`src/design/dual_adc_pkg.sv`:
```
// Shared constants and types for the dual converter digital side.
// Assumes a 200 MHz system clock and an APB register port.
package dual_adc_pkg;
  localparam int unsigned CLOCK_MHZ = 200;
  localparam int unsigned SAMPLE_W = 8;
  localparam int unsigned FIFO_DEPTH = 8;
  localparam int unsigned PIPE_STAGES = 4;
  localparam int unsigned WAKE_W = 12;

  // Wake-up times in ns, then cycles rounded up
  localparam int unsigned SHUTDOWN_WAKE_NS = 20000;
  localparam int unsigned STANDBY_WAKE_NS = 5400;
  localparam int unsigned IDLE_WAKE_NS = 5;
  localparam int unsigned SHUTDOWN_WAKE_CYC = (SHUTDOWN_WAKE_NS * CLOCK_MHZ + 999) / 1000;
  localparam int unsigned STANDBY_WAKE_CYC = (STANDBY_WAKE_NS * CLOCK_MHZ + 999) / 1000;
  localparam int unsigned IDLE_WAKE_CYC = (IDLE_WAKE_NS * CLOCK_MHZ + 999) / 1000;

  // Register map
  localparam logic [11:0] CTRL_OFFSET = 12'h000;
  localparam logic [11:0] STATUS_OFFSET = 12'h004;
  localparam int unsigned CTRL_HOLD_BIT = 0;
  localparam logic [31:0] CTRL_RESET = 32'h0000_0000;
  localparam int unsigned STATUS_MODE_LSB = 0;
  localparam int unsigned STATUS_REF_LSB = 2;
  localparam int unsigned STATUS_REF_READY_BIT = 4;
  localparam int unsigned STATUS_ADC_READY_BIT = 5;
  localparam int unsigned STATUS_DRIVE_BIT = 6;
  localparam int unsigned STATUS_COUNT_LSB = 8;

  // Gray order along shutdown, standby, idle, normal
  typedef enum logic [1:0] {
    MODE_SHUTDOWN = 2'h0,
    MODE_STANDBY = 2'h1,
    MODE_IDLE = 2'h3,
    MODE_NORMAL = 2'h2
  } power_mode_t;

  typedef enum logic [1:0] {
    REF_INTERNAL = 2'h0,
    REF_BUFFERED = 2'h1,
    REF_UNBUFFERED = 2'h2
  } ref_mode_t;
endpackage

```
`src/design/dual_adc_core.sv`:
```
// Dual converter digital side: sampling, latency pipe, word FIFO,
// multiplexed output bus, power modes and an APB register port.
// Assumes converter clock and pins are asynchronous to clock.
//
// Added by the designer: the placing of the registers and the APB slave port.

module word_fifo #(
  parameter int unsigned WIDTH = 16,
  parameter int unsigned DEPTH = 8
) (
  input wire logic clock,
  input wire logic rst_n,
  input wire logic inValid,
  output logic inReady,
  input wire logic [WIDTH-1:0] inData,
  output logic outValid,
  input wire logic outReady,
  output logic [WIDTH-1:0] outData,
  output logic [$clog2(DEPTH+1)-1:0] count
);
  localparam int unsigned AW = $clog2(DEPTH);
  logic [WIDTH-1:0] mem [DEPTH];
  logic [AW-1:0] wrPtr;
  logic [AW-1:0] rdPtr;
  wire push = inValid && inReady;
  wire pop = outValid && outReady;

  assign inReady = count != DEPTH[$clog2(DEPTH+1)-1:0];
  assign outValid = count != '0;
  assign outData = mem[rdPtr];

  always_ff @(posedge clock) begin
    if (push) begin
      mem[wrPtr] <= inData;
    end
  end

  always_ff @(posedge clock) begin
    if (!rst_n) begin
      wrPtr <= '0;
      rdPtr <= '0;
      count <= '0;
    end else begin
      if (push) begin
        wrPtr <= (wrPtr == AW'(DEPTH - 1)) ? '0 : wrPtr + 1'b1;
      end
      if (pop) begin
        rdPtr <= (rdPtr == AW'(DEPTH - 1)) ? '0 : rdPtr + 1'b1;
      end
      count <= count + {{($clog2(DEPTH+1)-1){1'b0}}, push} - {{($clog2(DEPTH+1)-1){1'b0}}, pop};
    end
  end
endmodule

module dual_adc_core (
  input wire logic clock,
  input wire logic rst_n,
  input wire logic converterClock,
  input wire logic [7:0] channel_first,
  input wire logic [7:0] channel_second,
  input wire logic power_select_low,
  input wire logic power_select_high,
  input wire logic refSenseAboveHigh,
  input wire logic refSenseBelowLow,
  output logic [7:0] sample_bus,
  output logic sampleBusOe,
  output logic channelFlag,
  output logic channelFlagOe,
  input wire logic psel,
  input wire logic penable,
  input wire logic pwrite,
  input wire logic [11:0] paddr,
  input wire logic [31:0] pwdata,
  output logic [31:0] prdata,
  output logic pready,
  output logic pslverr
);
  localparam int unsigned CW = $clog2(dual_adc_pkg::FIFO_DEPTH + 1);

  // Two-stage synchronisers; first stage read by second only
  logic [4:0] syncA;
  logic [4:0] syncB;
  logic [15:0] chanA;
  logic [15:0] chanB;
  logic convClkPrev;
  always_ff @(posedge clock) begin
    if (!rst_n) begin
      syncA <= '0;
      syncB <= '0;
      chanA <= '0;
      chanB <= '0;
      convClkPrev <= 1'b0;
    end else begin
      syncA <= {converterClock, power_select_low, power_select_high,
                refSenseAboveHigh, refSenseBelowLow};
      syncB <= syncA;
      chanA <= {channel_first, channel_second};
      chanB <= chanA;
      convClkPrev <= syncB[4];
    end
  end

  wire convRise = syncB[4] && !convClkPrev;
  wire convFall = !syncB[4] && convClkPrev;

  dual_adc_pkg::power_mode_t mode;
  dual_adc_pkg::power_mode_t next_mode;
  dual_adc_pkg::ref_mode_t refMode;
  dual_adc_pkg::ref_mode_t next_refMode;

  // Pin code to mode
  always_comb begin
    unique case ({syncB[3], syncB[2]})
      2'b00: next_mode = dual_adc_pkg::MODE_SHUTDOWN;
      2'b01: next_mode = dual_adc_pkg::MODE_STANDBY;
      2'b10: next_mode = dual_adc_pkg::MODE_IDLE;
      2'b11: next_mode = dual_adc_pkg::MODE_NORMAL;
    endcase
  end

  // Above-high wins if comparators disagree
  assign next_refMode = syncB[1] ? dual_adc_pkg::REF_INTERNAL :
                        syncB[0] ? dual_adc_pkg::REF_UNBUFFERED :
                        dual_adc_pkg::REF_BUFFERED;

  logic [dual_adc_pkg::WAKE_W-1:0] refWait;
  logic [dual_adc_pkg::WAKE_W-1:0] adcWait;
  logic drvWait;
  wire modeChange = next_mode != mode;
  wire wasDown = mode == dual_adc_pkg::MODE_SHUTDOWN;
  wire adcWasOff = wasDown || mode == dual_adc_pkg::MODE_STANDBY;
  wire adcWillRun = next_mode == dual_adc_pkg::MODE_IDLE ||
                    next_mode == dual_adc_pkg::MODE_NORMAL;

  always_ff @(posedge clock) begin
    if (!rst_n) begin
      mode <= dual_adc_pkg::MODE_SHUTDOWN;
      refMode <= dual_adc_pkg::REF_INTERNAL;
      refWait <= '0;
      adcWait <= '0;
      drvWait <= 1'b0;
    end else begin
      mode <= next_mode;
      refMode <= next_refMode;
      // Unbuffered reference settles under external control
      if (modeChange && wasDown && next_refMode != dual_adc_pkg::REF_UNBUFFERED) begin
        refWait <= dual_adc_pkg::WAKE_W'(dual_adc_pkg::SHUTDOWN_WAKE_CYC);
      end else if (refWait != '0) begin
        refWait <= refWait - 1'b1;
      end
      if (modeChange && adcWasOff && adcWillRun) begin
        adcWait <= dual_adc_pkg::WAKE_W'(dual_adc_pkg::STANDBY_WAKE_CYC);
      end else if (adcWait != '0) begin
        adcWait <= adcWait - 1'b1;
      end
      drvWait <= modeChange && next_mode == dual_adc_pkg::MODE_NORMAL
                 && dual_adc_pkg::IDLE_WAKE_CYC != 0;
    end
  end

  wire refReady = !wasDown && refWait == '0;
  wire adcReady = refReady && adcWait == '0 &&
                  (mode == dual_adc_pkg::MODE_IDLE || mode == dual_adc_pkg::MODE_NORMAL);
  wire drivesOn = adcReady && !drvWait && mode == dual_adc_pkg::MODE_NORMAL;

  // Latency pipe stepped by rising edges
  logic [15:0] pipeData [dual_adc_pkg::PIPE_STAGES];
  logic [dual_adc_pkg::PIPE_STAGES-1:0] pipeValid;
  logic fifoInReady;
  wire stepPipe = convRise && fifoInReady;
  // Signed input to offset binary by inverting the sign bit
  wire [15:0] sampledPair = {~chanB[15], chanB[14:8], ~chanB[7], chanB[6:0]};

  generate
    for (genvar s = 0; s < dual_adc_pkg::PIPE_STAGES; s++) begin : g_pipe
      // Stage input chosen at elaboration, so no stage indexes below zero
      logic [15:0] stageData;
      logic stageValid;
      if (s == 0) begin : g_head
        assign stageData = sampledPair;
        assign stageValid = adcReady;
      end else begin : g_body
        assign stageData = pipeData[s-1];
        assign stageValid = pipeValid[s-1];
      end
      always_ff @(posedge clock) begin
        if (!rst_n) begin
          pipeData[s] <= '0;
          pipeValid[s] <= 1'b0;
        end else if (stepPipe) begin
          pipeData[s] <= stageData;
          pipeValid[s] <= stageValid;
        end
      end
    end
  endgenerate

  logic holdOutput;
  logic fifoOutValid;
  logic [15:0] fifoOutData;
  logic [CW-1:0] fifoCount;
  wire popWord = convRise && fifoOutValid && !holdOutput;

  word_fifo #(
    .WIDTH(16),
    .DEPTH(dual_adc_pkg::FIFO_DEPTH)
  ) u_fifo (
    .clock(clock),
    .rst_n(rst_n),
    .inValid(stepPipe && pipeValid[dual_adc_pkg::PIPE_STAGES-1]),
    .inReady(fifoInReady),
    .inData(pipeData[dual_adc_pkg::PIPE_STAGES-1]),
    .outValid(fifoOutValid),
    .outReady(popWord),
    .outData(fifoOutData),
    .count(fifoCount)
  );

  // Output latch runs in every mode, only the enables follow the mode
  logic [7:0] secondWord;
  always_ff @(posedge clock) begin
    if (!rst_n) begin
      sample_bus <= 8'h00;
      secondWord <= 8'h00;
      channelFlag <= 1'b0;
      sampleBusOe <= 1'b0;
      channelFlagOe <= 1'b0;
    end else begin
      sampleBusOe <= drivesOn;
      channelFlagOe <= drivesOn;
      if (convRise) begin
        channelFlag <= 1'b1;
        if (popWord) begin
          sample_bus <= fifoOutData[15:8];
          secondWord <= fifoOutData[7:0];
        end
      end else if (convFall) begin
        channelFlag <= 1'b0;
        sample_bus <= secondWord;
      end
    end
  end

  // APB slave, answers in the second access cycle
  wire apbAccess = psel && penable && !pready;
  wire hitCtrl = paddr == dual_adc_pkg::CTRL_OFFSET;
  wire hitStatus = paddr == dual_adc_pkg::STATUS_OFFSET;
  wire [31:0] statusWord = (32'(mode) << dual_adc_pkg::STATUS_MODE_LSB)
    | (32'(refMode) << dual_adc_pkg::STATUS_REF_LSB)
    | (32'(refReady) << dual_adc_pkg::STATUS_REF_READY_BIT)
    | (32'(adcReady) << dual_adc_pkg::STATUS_ADC_READY_BIT)
    | (32'(drivesOn) << dual_adc_pkg::STATUS_DRIVE_BIT)
    | (32'(fifoCount) << dual_adc_pkg::STATUS_COUNT_LSB);
  wire [31:0] ctrlWord = 32'(holdOutput) << dual_adc_pkg::CTRL_HOLD_BIT;
  wire [31:0] readWord = hitCtrl ? ctrlWord : hitStatus ? statusWord : 32'h0000_0000;
  wire badAccess = !(hitCtrl || (hitStatus && !pwrite));

  always_ff @(posedge clock) begin
    if (!rst_n) begin
      pready <= 1'b0;
      prdata <= 32'h0000_0000;
      pslverr <= 1'b0;
      holdOutput <= dual_adc_pkg::CTRL_RESET[dual_adc_pkg::CTRL_HOLD_BIT];
    end else begin
      pready <= apbAccess;
      pslverr <= apbAccess && badAccess;
      prdata <= (apbAccess && !pwrite) ? readWord : 32'h0000_0000;
      if (apbAccess && pwrite && hitCtrl) begin
        holdOutput <= pwdata[dual_adc_pkg::CTRL_HOLD_BIT];
      end
    end
  end
endmodule

```
`config.mk`:
```
export PLATFORM = sky130hd
export DESIGN_NAME = dual_adc_core
export DESIGN_NICKNAME = d
export VERILOG_FILES = /design/src/design/dual_adc_pkg.sv /design/src/design/dual_adc_core.sv
export SDC_FILE = /design/constraint.sdc
export NUM_CORES = 1
export LEC_CHECK = 0
export BUFFER_PORTS_ARGS = -buffer_cell sky130_fd_sc_hd__buf_2
export CORE_MARGIN = 2
export CORE_UTILIZATION = 28
export DETAILED_ROUTE_END_ITERATION = 10
export GPL_TIMING_DRIVEN = 0
export HOLD_SLACK_MARGIN = 0.05
export PLACE_DENSITY = 0.48
export SYNTH_ARGS = -nofsm -noshare
export SYNTH_HDL_FRONTEND = slang
export SYNTH_SLANG_ARGS = --single-unit
```
`constraint.sdc`:
```
create_clock -name clock -period 4.2 [get_ports clock]
set_input_delay 0.42 -clock clock [delete_from_list [all_inputs] [get_ports clock]]
set_output_delay 0.42 -clock clock [all_outputs]
set_load 0.02 [all_outputs]
```
Word-level counts from Yosys, hierarchy flattened. Memories as Yosys holds them, arrays and structs flattened. A register that Yosys moved wholly into a read port is not among the register bits. Index checks and enable logic that the tools add are counted.

Register bits after elaboration: 119. Bits in writable memories: 192. Input port bits: 70. Output and inout port bits: 45. Logic and storage cells: 147. Memories: 2.

$add $sub $neg: 6. Equal/unequal tests: 15. Muxes and demuxes: 28. Bitwise gates (word level): 14. Reduce and logical (&&, ||, !) cells: 54.

Memory list: u_fifo.mem (words 8, bits a word 16, rd ports 1, clocked after memory_dff 1, write ports 1, line dual_adc_core.sv:22) `logic [WIDTH-1:0] mem [DEPTH];`; pipeData (words 4, bits a word 16, rd ports 4, clocked after memory_dff 0, write ports 4, line dual_adc_core.sv:167) `logic [15:0] pipeData [dual_adc_pkg::PIPE_STAGES];`.

Operator list (number): 16-bit two-way mux (4); 12-bit logical NOT (3); 1-bit logical AND (25); 12-bit two-way mux (2); 8-bit two-way mux (3); 12-bit nonzero test (2); 12-bit by 1-bit subtractor with 12-bit output, second input constant (2); 11-bit two-way mux (2); 12-bit by 3-bit equality test with 1-bit output, second input constant (1); 2-bit equality test, second input constant (6); 3-bit two-way mux (4); 7-bit by 12-bit OR with 12-bit output (1); 1-bit two-way mux (10); 1-bit logical NOT (8); 2-bit case mux with 4 select lines (1); 6-bit by 7-bit OR with 7-bit output (1); 3-bit by 1-bit adder with 3-bit output, second input constant (2); 3-bit equality test, second input constant (2); 5-bit by 6-bit OR with 6-bit output (1); 2-bit AND reduction (3); 2-bit nonzero test (3); 1-bit NOT (5); 4-bit by 5-bit OR with 5-bit output (1); 4-bit by 1-bit adder with 4-bit output (1); 14 further kinds (24).

Longest topological paths before layout.
Depth after elaboration: 11. Gate-level depth with buffers: 13. Depth with buffers taken out: 12.

Cells and area by module. Synthesis repeated with hierarchy kept, for this count alone.

Cell total of the unflattened synthesis: 810. Area, all modules: 12115.4 um2.

Modules (own cells, without submodules): dual_adc_core (instances 1, cells each 548, area each 6502.5 um2, seq. area each 4083.9 um2); word_fifo (instances 1, cells each 262, area each 5612.9 um2, seq. area each 4103.9 um2).

Worst setup path before layout. No wires, ideal clock.

Path kind: in2reg. Start: input rst_n. End: memory pipeData[0][0], enable pin. Setup time: 0.693 ns. Arrival time: 2.298 ns. Data required time: 3.507 ns. Path slack: 1.209 ns. Stages: 4. Buffers on the path: 3. Path through: clkbuf_1 clkbuf_1 clkbuf_1 nand2_1.

RTL lines: from (decl) (line dual_adc_core.sv:57) `input wire logic rst_n,`; to (decl) (line dual_adc_core.sv:167).

Worst setup path in the final report.
Start: register syncB[4]. End: register u_fifo.count[1].

Elaborated cells between the ends (all ways): 9. Those cells by class: add/sub (2); reduce/logical (7).

RTL lines: from (decl) (line dual_adc_core.sv:82) `logic [4:0] syncB;`; from (signal assigned) (line dual_adc_core.sv:96) `syncB <= syncA;`; 1-bit logical AND (line dual_adc_core.sv:103) `wire convRise = syncB[4] && !convClkPrev;`; net convRise (line dual_adc_core.sv:103); 1-bit logical AND (2 in series) (line dual_adc_core.sv:202) `wire popWord = convRise && fifoOutValid && !holdOutput;`; 1-bit logical AND (line dual_adc_core.sv:26) `wire pop = outValid && outReady;`; net u_fifo.pop (line dual_adc_core.sv:26); 4-bit by 1-bit subtractor with 4-bit output (line dual_adc_core.sv:50) `count <= count + {{($clog2(DEPTH+1)-1){1'b0}}, push} - {{($clog2(DEPTH+1)-1){1'b0}}, pop};`; to (signal assigned) (line dual_adc_core.sv:50); to (decl) (line dual_adc_core.sv:19) `output logic [$clog2(DEPTH+1)-1:0] count`.

The timed path passes the listed nets, and every way through them passes these cells. A chain may end at the register's enable or synchronous reset.

==> metrics.md <==
| Metric | Value |
|---|---|
| Drt pass-1 iters | `5` |
| Combinational family with the most area after synthesis | `simple AND/OR/NAND/NOR gates` |
| Die Span Y | `211 µm` |
| CTS Hold Bufs | `0` |
| Post-synthesis compound-gate area fraction | `3.71%` |
| Final setup fails | `0` |
| PwrDens | `between 500 and 600 nW/µm²` |
| Fin. Hold Viols | `0` |
| Max-cap violations | `0` |
| # IOs | `115` |
| Die X-Extent | `211 µm` |
| Clk root buf | `clkbuf_16` |
| Fraction of layout cells with a size suffix above 1 | `between 20 and 25%` |
| Routed Antenna Nets | `0` |
| Post-route DRC | `0` |
| CTS resizes | `0` |
| Routed WL | `between 20000 and 25000 µm` |
| Fmax | `0.340 GHz` |
| Sink Count | `313` |
| Core area | `42000 µm²` |
| Critical Path RT | `4.61 ns` |
| GRT Resource Usage Total | `11.2%` |
| Worst Tran Pin Value | `0.913 ns` |
| RSZ-0062 raised after global routing | `false` |
| Cell Rows | `between 70 and 80` |
| Register clock-pin slew on the reported worst setup and hold paths | `0.06 ns` |
| Final Cycle Share | `70.0%` |
| Synth area leader | `edfxtp_1` |
| Commonest cells after routing, fill and taps aside | `192 x edfxtp_1, 121 x dfxtp_1, 66 x buf_2` |
| Asr flop ratio synth | `0%` |
| Starting Density | `about 28%` |
| Nature of the critical path endpoint | `register` |
| Status | `completed` |
| Crit path kind | `register to register` |
| EDFF count, synth | `between 150 and 200` |
| Total CTS buffers | `35` |
| Adder-cell share of the synthesized area | `2.16%` |
| I/O Buffers | `62` |
| Slew HR | `39.0%` |
| Largest net degree at the start of global routing | `65` |
| Initial antenna violation count | `0` |
| Ys flop type | `edfxtp_1` |
| Final GP Congestion | `0.734` |
| Max Slew Vio Count | `0` |
| Final setup margin | `between 1 and 1.5 ns` |
| Yosys cell types | `62` |
| Setup TNS | `0 ns` |
| Clock Path Buffers | `3` |
| First-pass GRT wire length | `~38000 µm` |
| Commonest non-fill, non-tap cell in the layout | `edfxtp_1` |
| Die ar. | `44400 µm²` |
| Synth Area in Simple Gates | `13.5%` |
| DR iter-0 viols | `319` |
| Post-Syn Instances | `approximately 830` |
| Hold crit path type | `input pin to register` |
| HPWL after detailed placement | `16900 µm` |
| Max FO, Critical Path | `10` |
| Setup Skew | `0.0172 ns` |
| Average wire per standard cell | `16.0 µm` |
| Vias in the first global route | `6674` |
| Final nets | `about 1100` |
| H-tree depth | `2` |
| Post-CTS Setup Bufs | `0` |
| Mapped cell area | `12000 µm²` |
| Worst Setup Start Kind | `register` |
| Synth warn | `0` |
| CTS tree | `done` |
| P_leak | `5.38 nW` |
| Via Count | `6652` |
| Seq/Total Area, Yosys | `68.5%` |
| Seq cells post-synth | `roughly 310` |
| Remaining Overflow, GRT | `0` |
| Mux share of post-synthesis cell area | `8.06%` |
| Worst skew pair latency | `0.52 ns` |
| Pre-CTS setup slack | `0.836 ns` |
| Avg Vias per Cell | `4.35` |
| Avg Inst Size Synth | `14.4 µm²` |
| Crit path time final | `2.94 ns` |
| Worst Path Arrival | `3.35 ns` |
| Top cells by area, synth | `edfxtp_1 48%, dfxtp_1 20%, mux4_2 6.0%, and3_1 3.3%, and2_1 2.8%` |
| Post-Synth XOR/XNOR Area | `0.659%` |
| Peak supply drop | `0.290 mV` |
| Yosys top cell area share | `48.2%` |
| Layout Area Growth over Synthesis | `19.7%` |
==> critical path: stages (launching register included) <==
cell	delay, ns
dfxtp_1	0.34
ha_1	0.24
inv_1	0.09
a211o_1	0.34
clkinv_1	0.17
clkbuf_1	0.48
ha_1	0.34
inv_1	0.05
ha_1	0.18
fa_1	0.42
and2_1	0.16
==> flip-flops by register name, indices dropped and copies added, names as in the netlist, 2 cells and up, named ones only <==
signal,count
u_fifo.rdPtr,3
g_pipe.stageValid,3
refWait,12
syncB,5
u_fifo.wrPtr,3
chanA,16
u_fifo.mem,128
syncA,5
u_fifo.count,4
refMode,2
chanB,16
mode,2
secondWord,8
adcWait,12
sample_bus,8
pipeData,64
prdata,11
==> kinds of logic after synthesis <==
logic type / Yosys count
buffers and inverters: 85
flip-flops: 313
AO/OA/AOI/OAI: 71
AND/OR/NAND/NOR: 278
other: 1
multiplexers: 55
adder cells (fa/ha/maj): 20
XOR/XNOR: 9
==> layout make-up <==
class | instances | area, µm²
sequential | 313 | 8190
tap | 539 | 674
clock buffer | 51 | 1020
antenna | 1 | 2.50
clock inverter | 12 | 85.1
timing repair buffer | 74 | 462
buffer | 62 | 328
fill | 4133 | 27700
inverter | 23 | 86.3
multi-input combinational | 454 | 3470
==> stage by stage <==
step	hold WS, ns	cell area, µm²	power (mW)	utilization [%]	cells
after floorplan	0.401	12000	4.44	-	852
after global placement	0.413	13000	4.66	31.0	1453
after detailed placement	0.414	13200	4.68	31.4	1465
after CTS	0.0923	14300	7.64	34.1	1528
after global routing	0.110	14300	7.89	34.1	1528
final	0.114	14300	7.54	34.1	1529
==> Yosys cell counts (12+ instances only) <==
master	number
edfxtp_1	192
dfxtp_1	121
and3_1	63
and2_1	54
nand2_1	49
nor2_1	34
clkbuf_1	33
mux4_2	32
a21oi_1	27
buf_4	24
inv_1	21
ha_1	19
nand3_1	16
mux2i_1	13
nor3_1	13
a31oi_1	12
==> routing by layer <==
layer / routed length (µm) / up-vias / share of wire [%] / global-route usage, %
li1: - / 3293 / - / -
met1: 11700 / 3202 / 48 / 15.2
met2: 11200 / 119 / 46 / 18.0
met3: 1080 / 38 / 4.4 / 2.38
met4: 478 / 0 / 2.0 / 3.62
met5: 0 / - / 0 / 0
==> worst paths after layout <==
kind | from | to | slack (ns) | cells past startpoint
worst min-delay path | power_select_low | syncA[3] | 0.11 | 2
worst min register to register | syncB[0] | refMode[0] | 0.42 | 1
worst max-delay path | syncB[4] | u_fifo.count[1] | 1.26 | 10
worst max register to register | syncB[4] | u_fifo.count[1] | 1.26 | 10
==> report_power, final <==
part	switching [mW]	internal (mW)
clock	1.19	1.75
combinational	0.539	0.455
sequential	0.171	3.45
(Power assumes the default switching activity.)
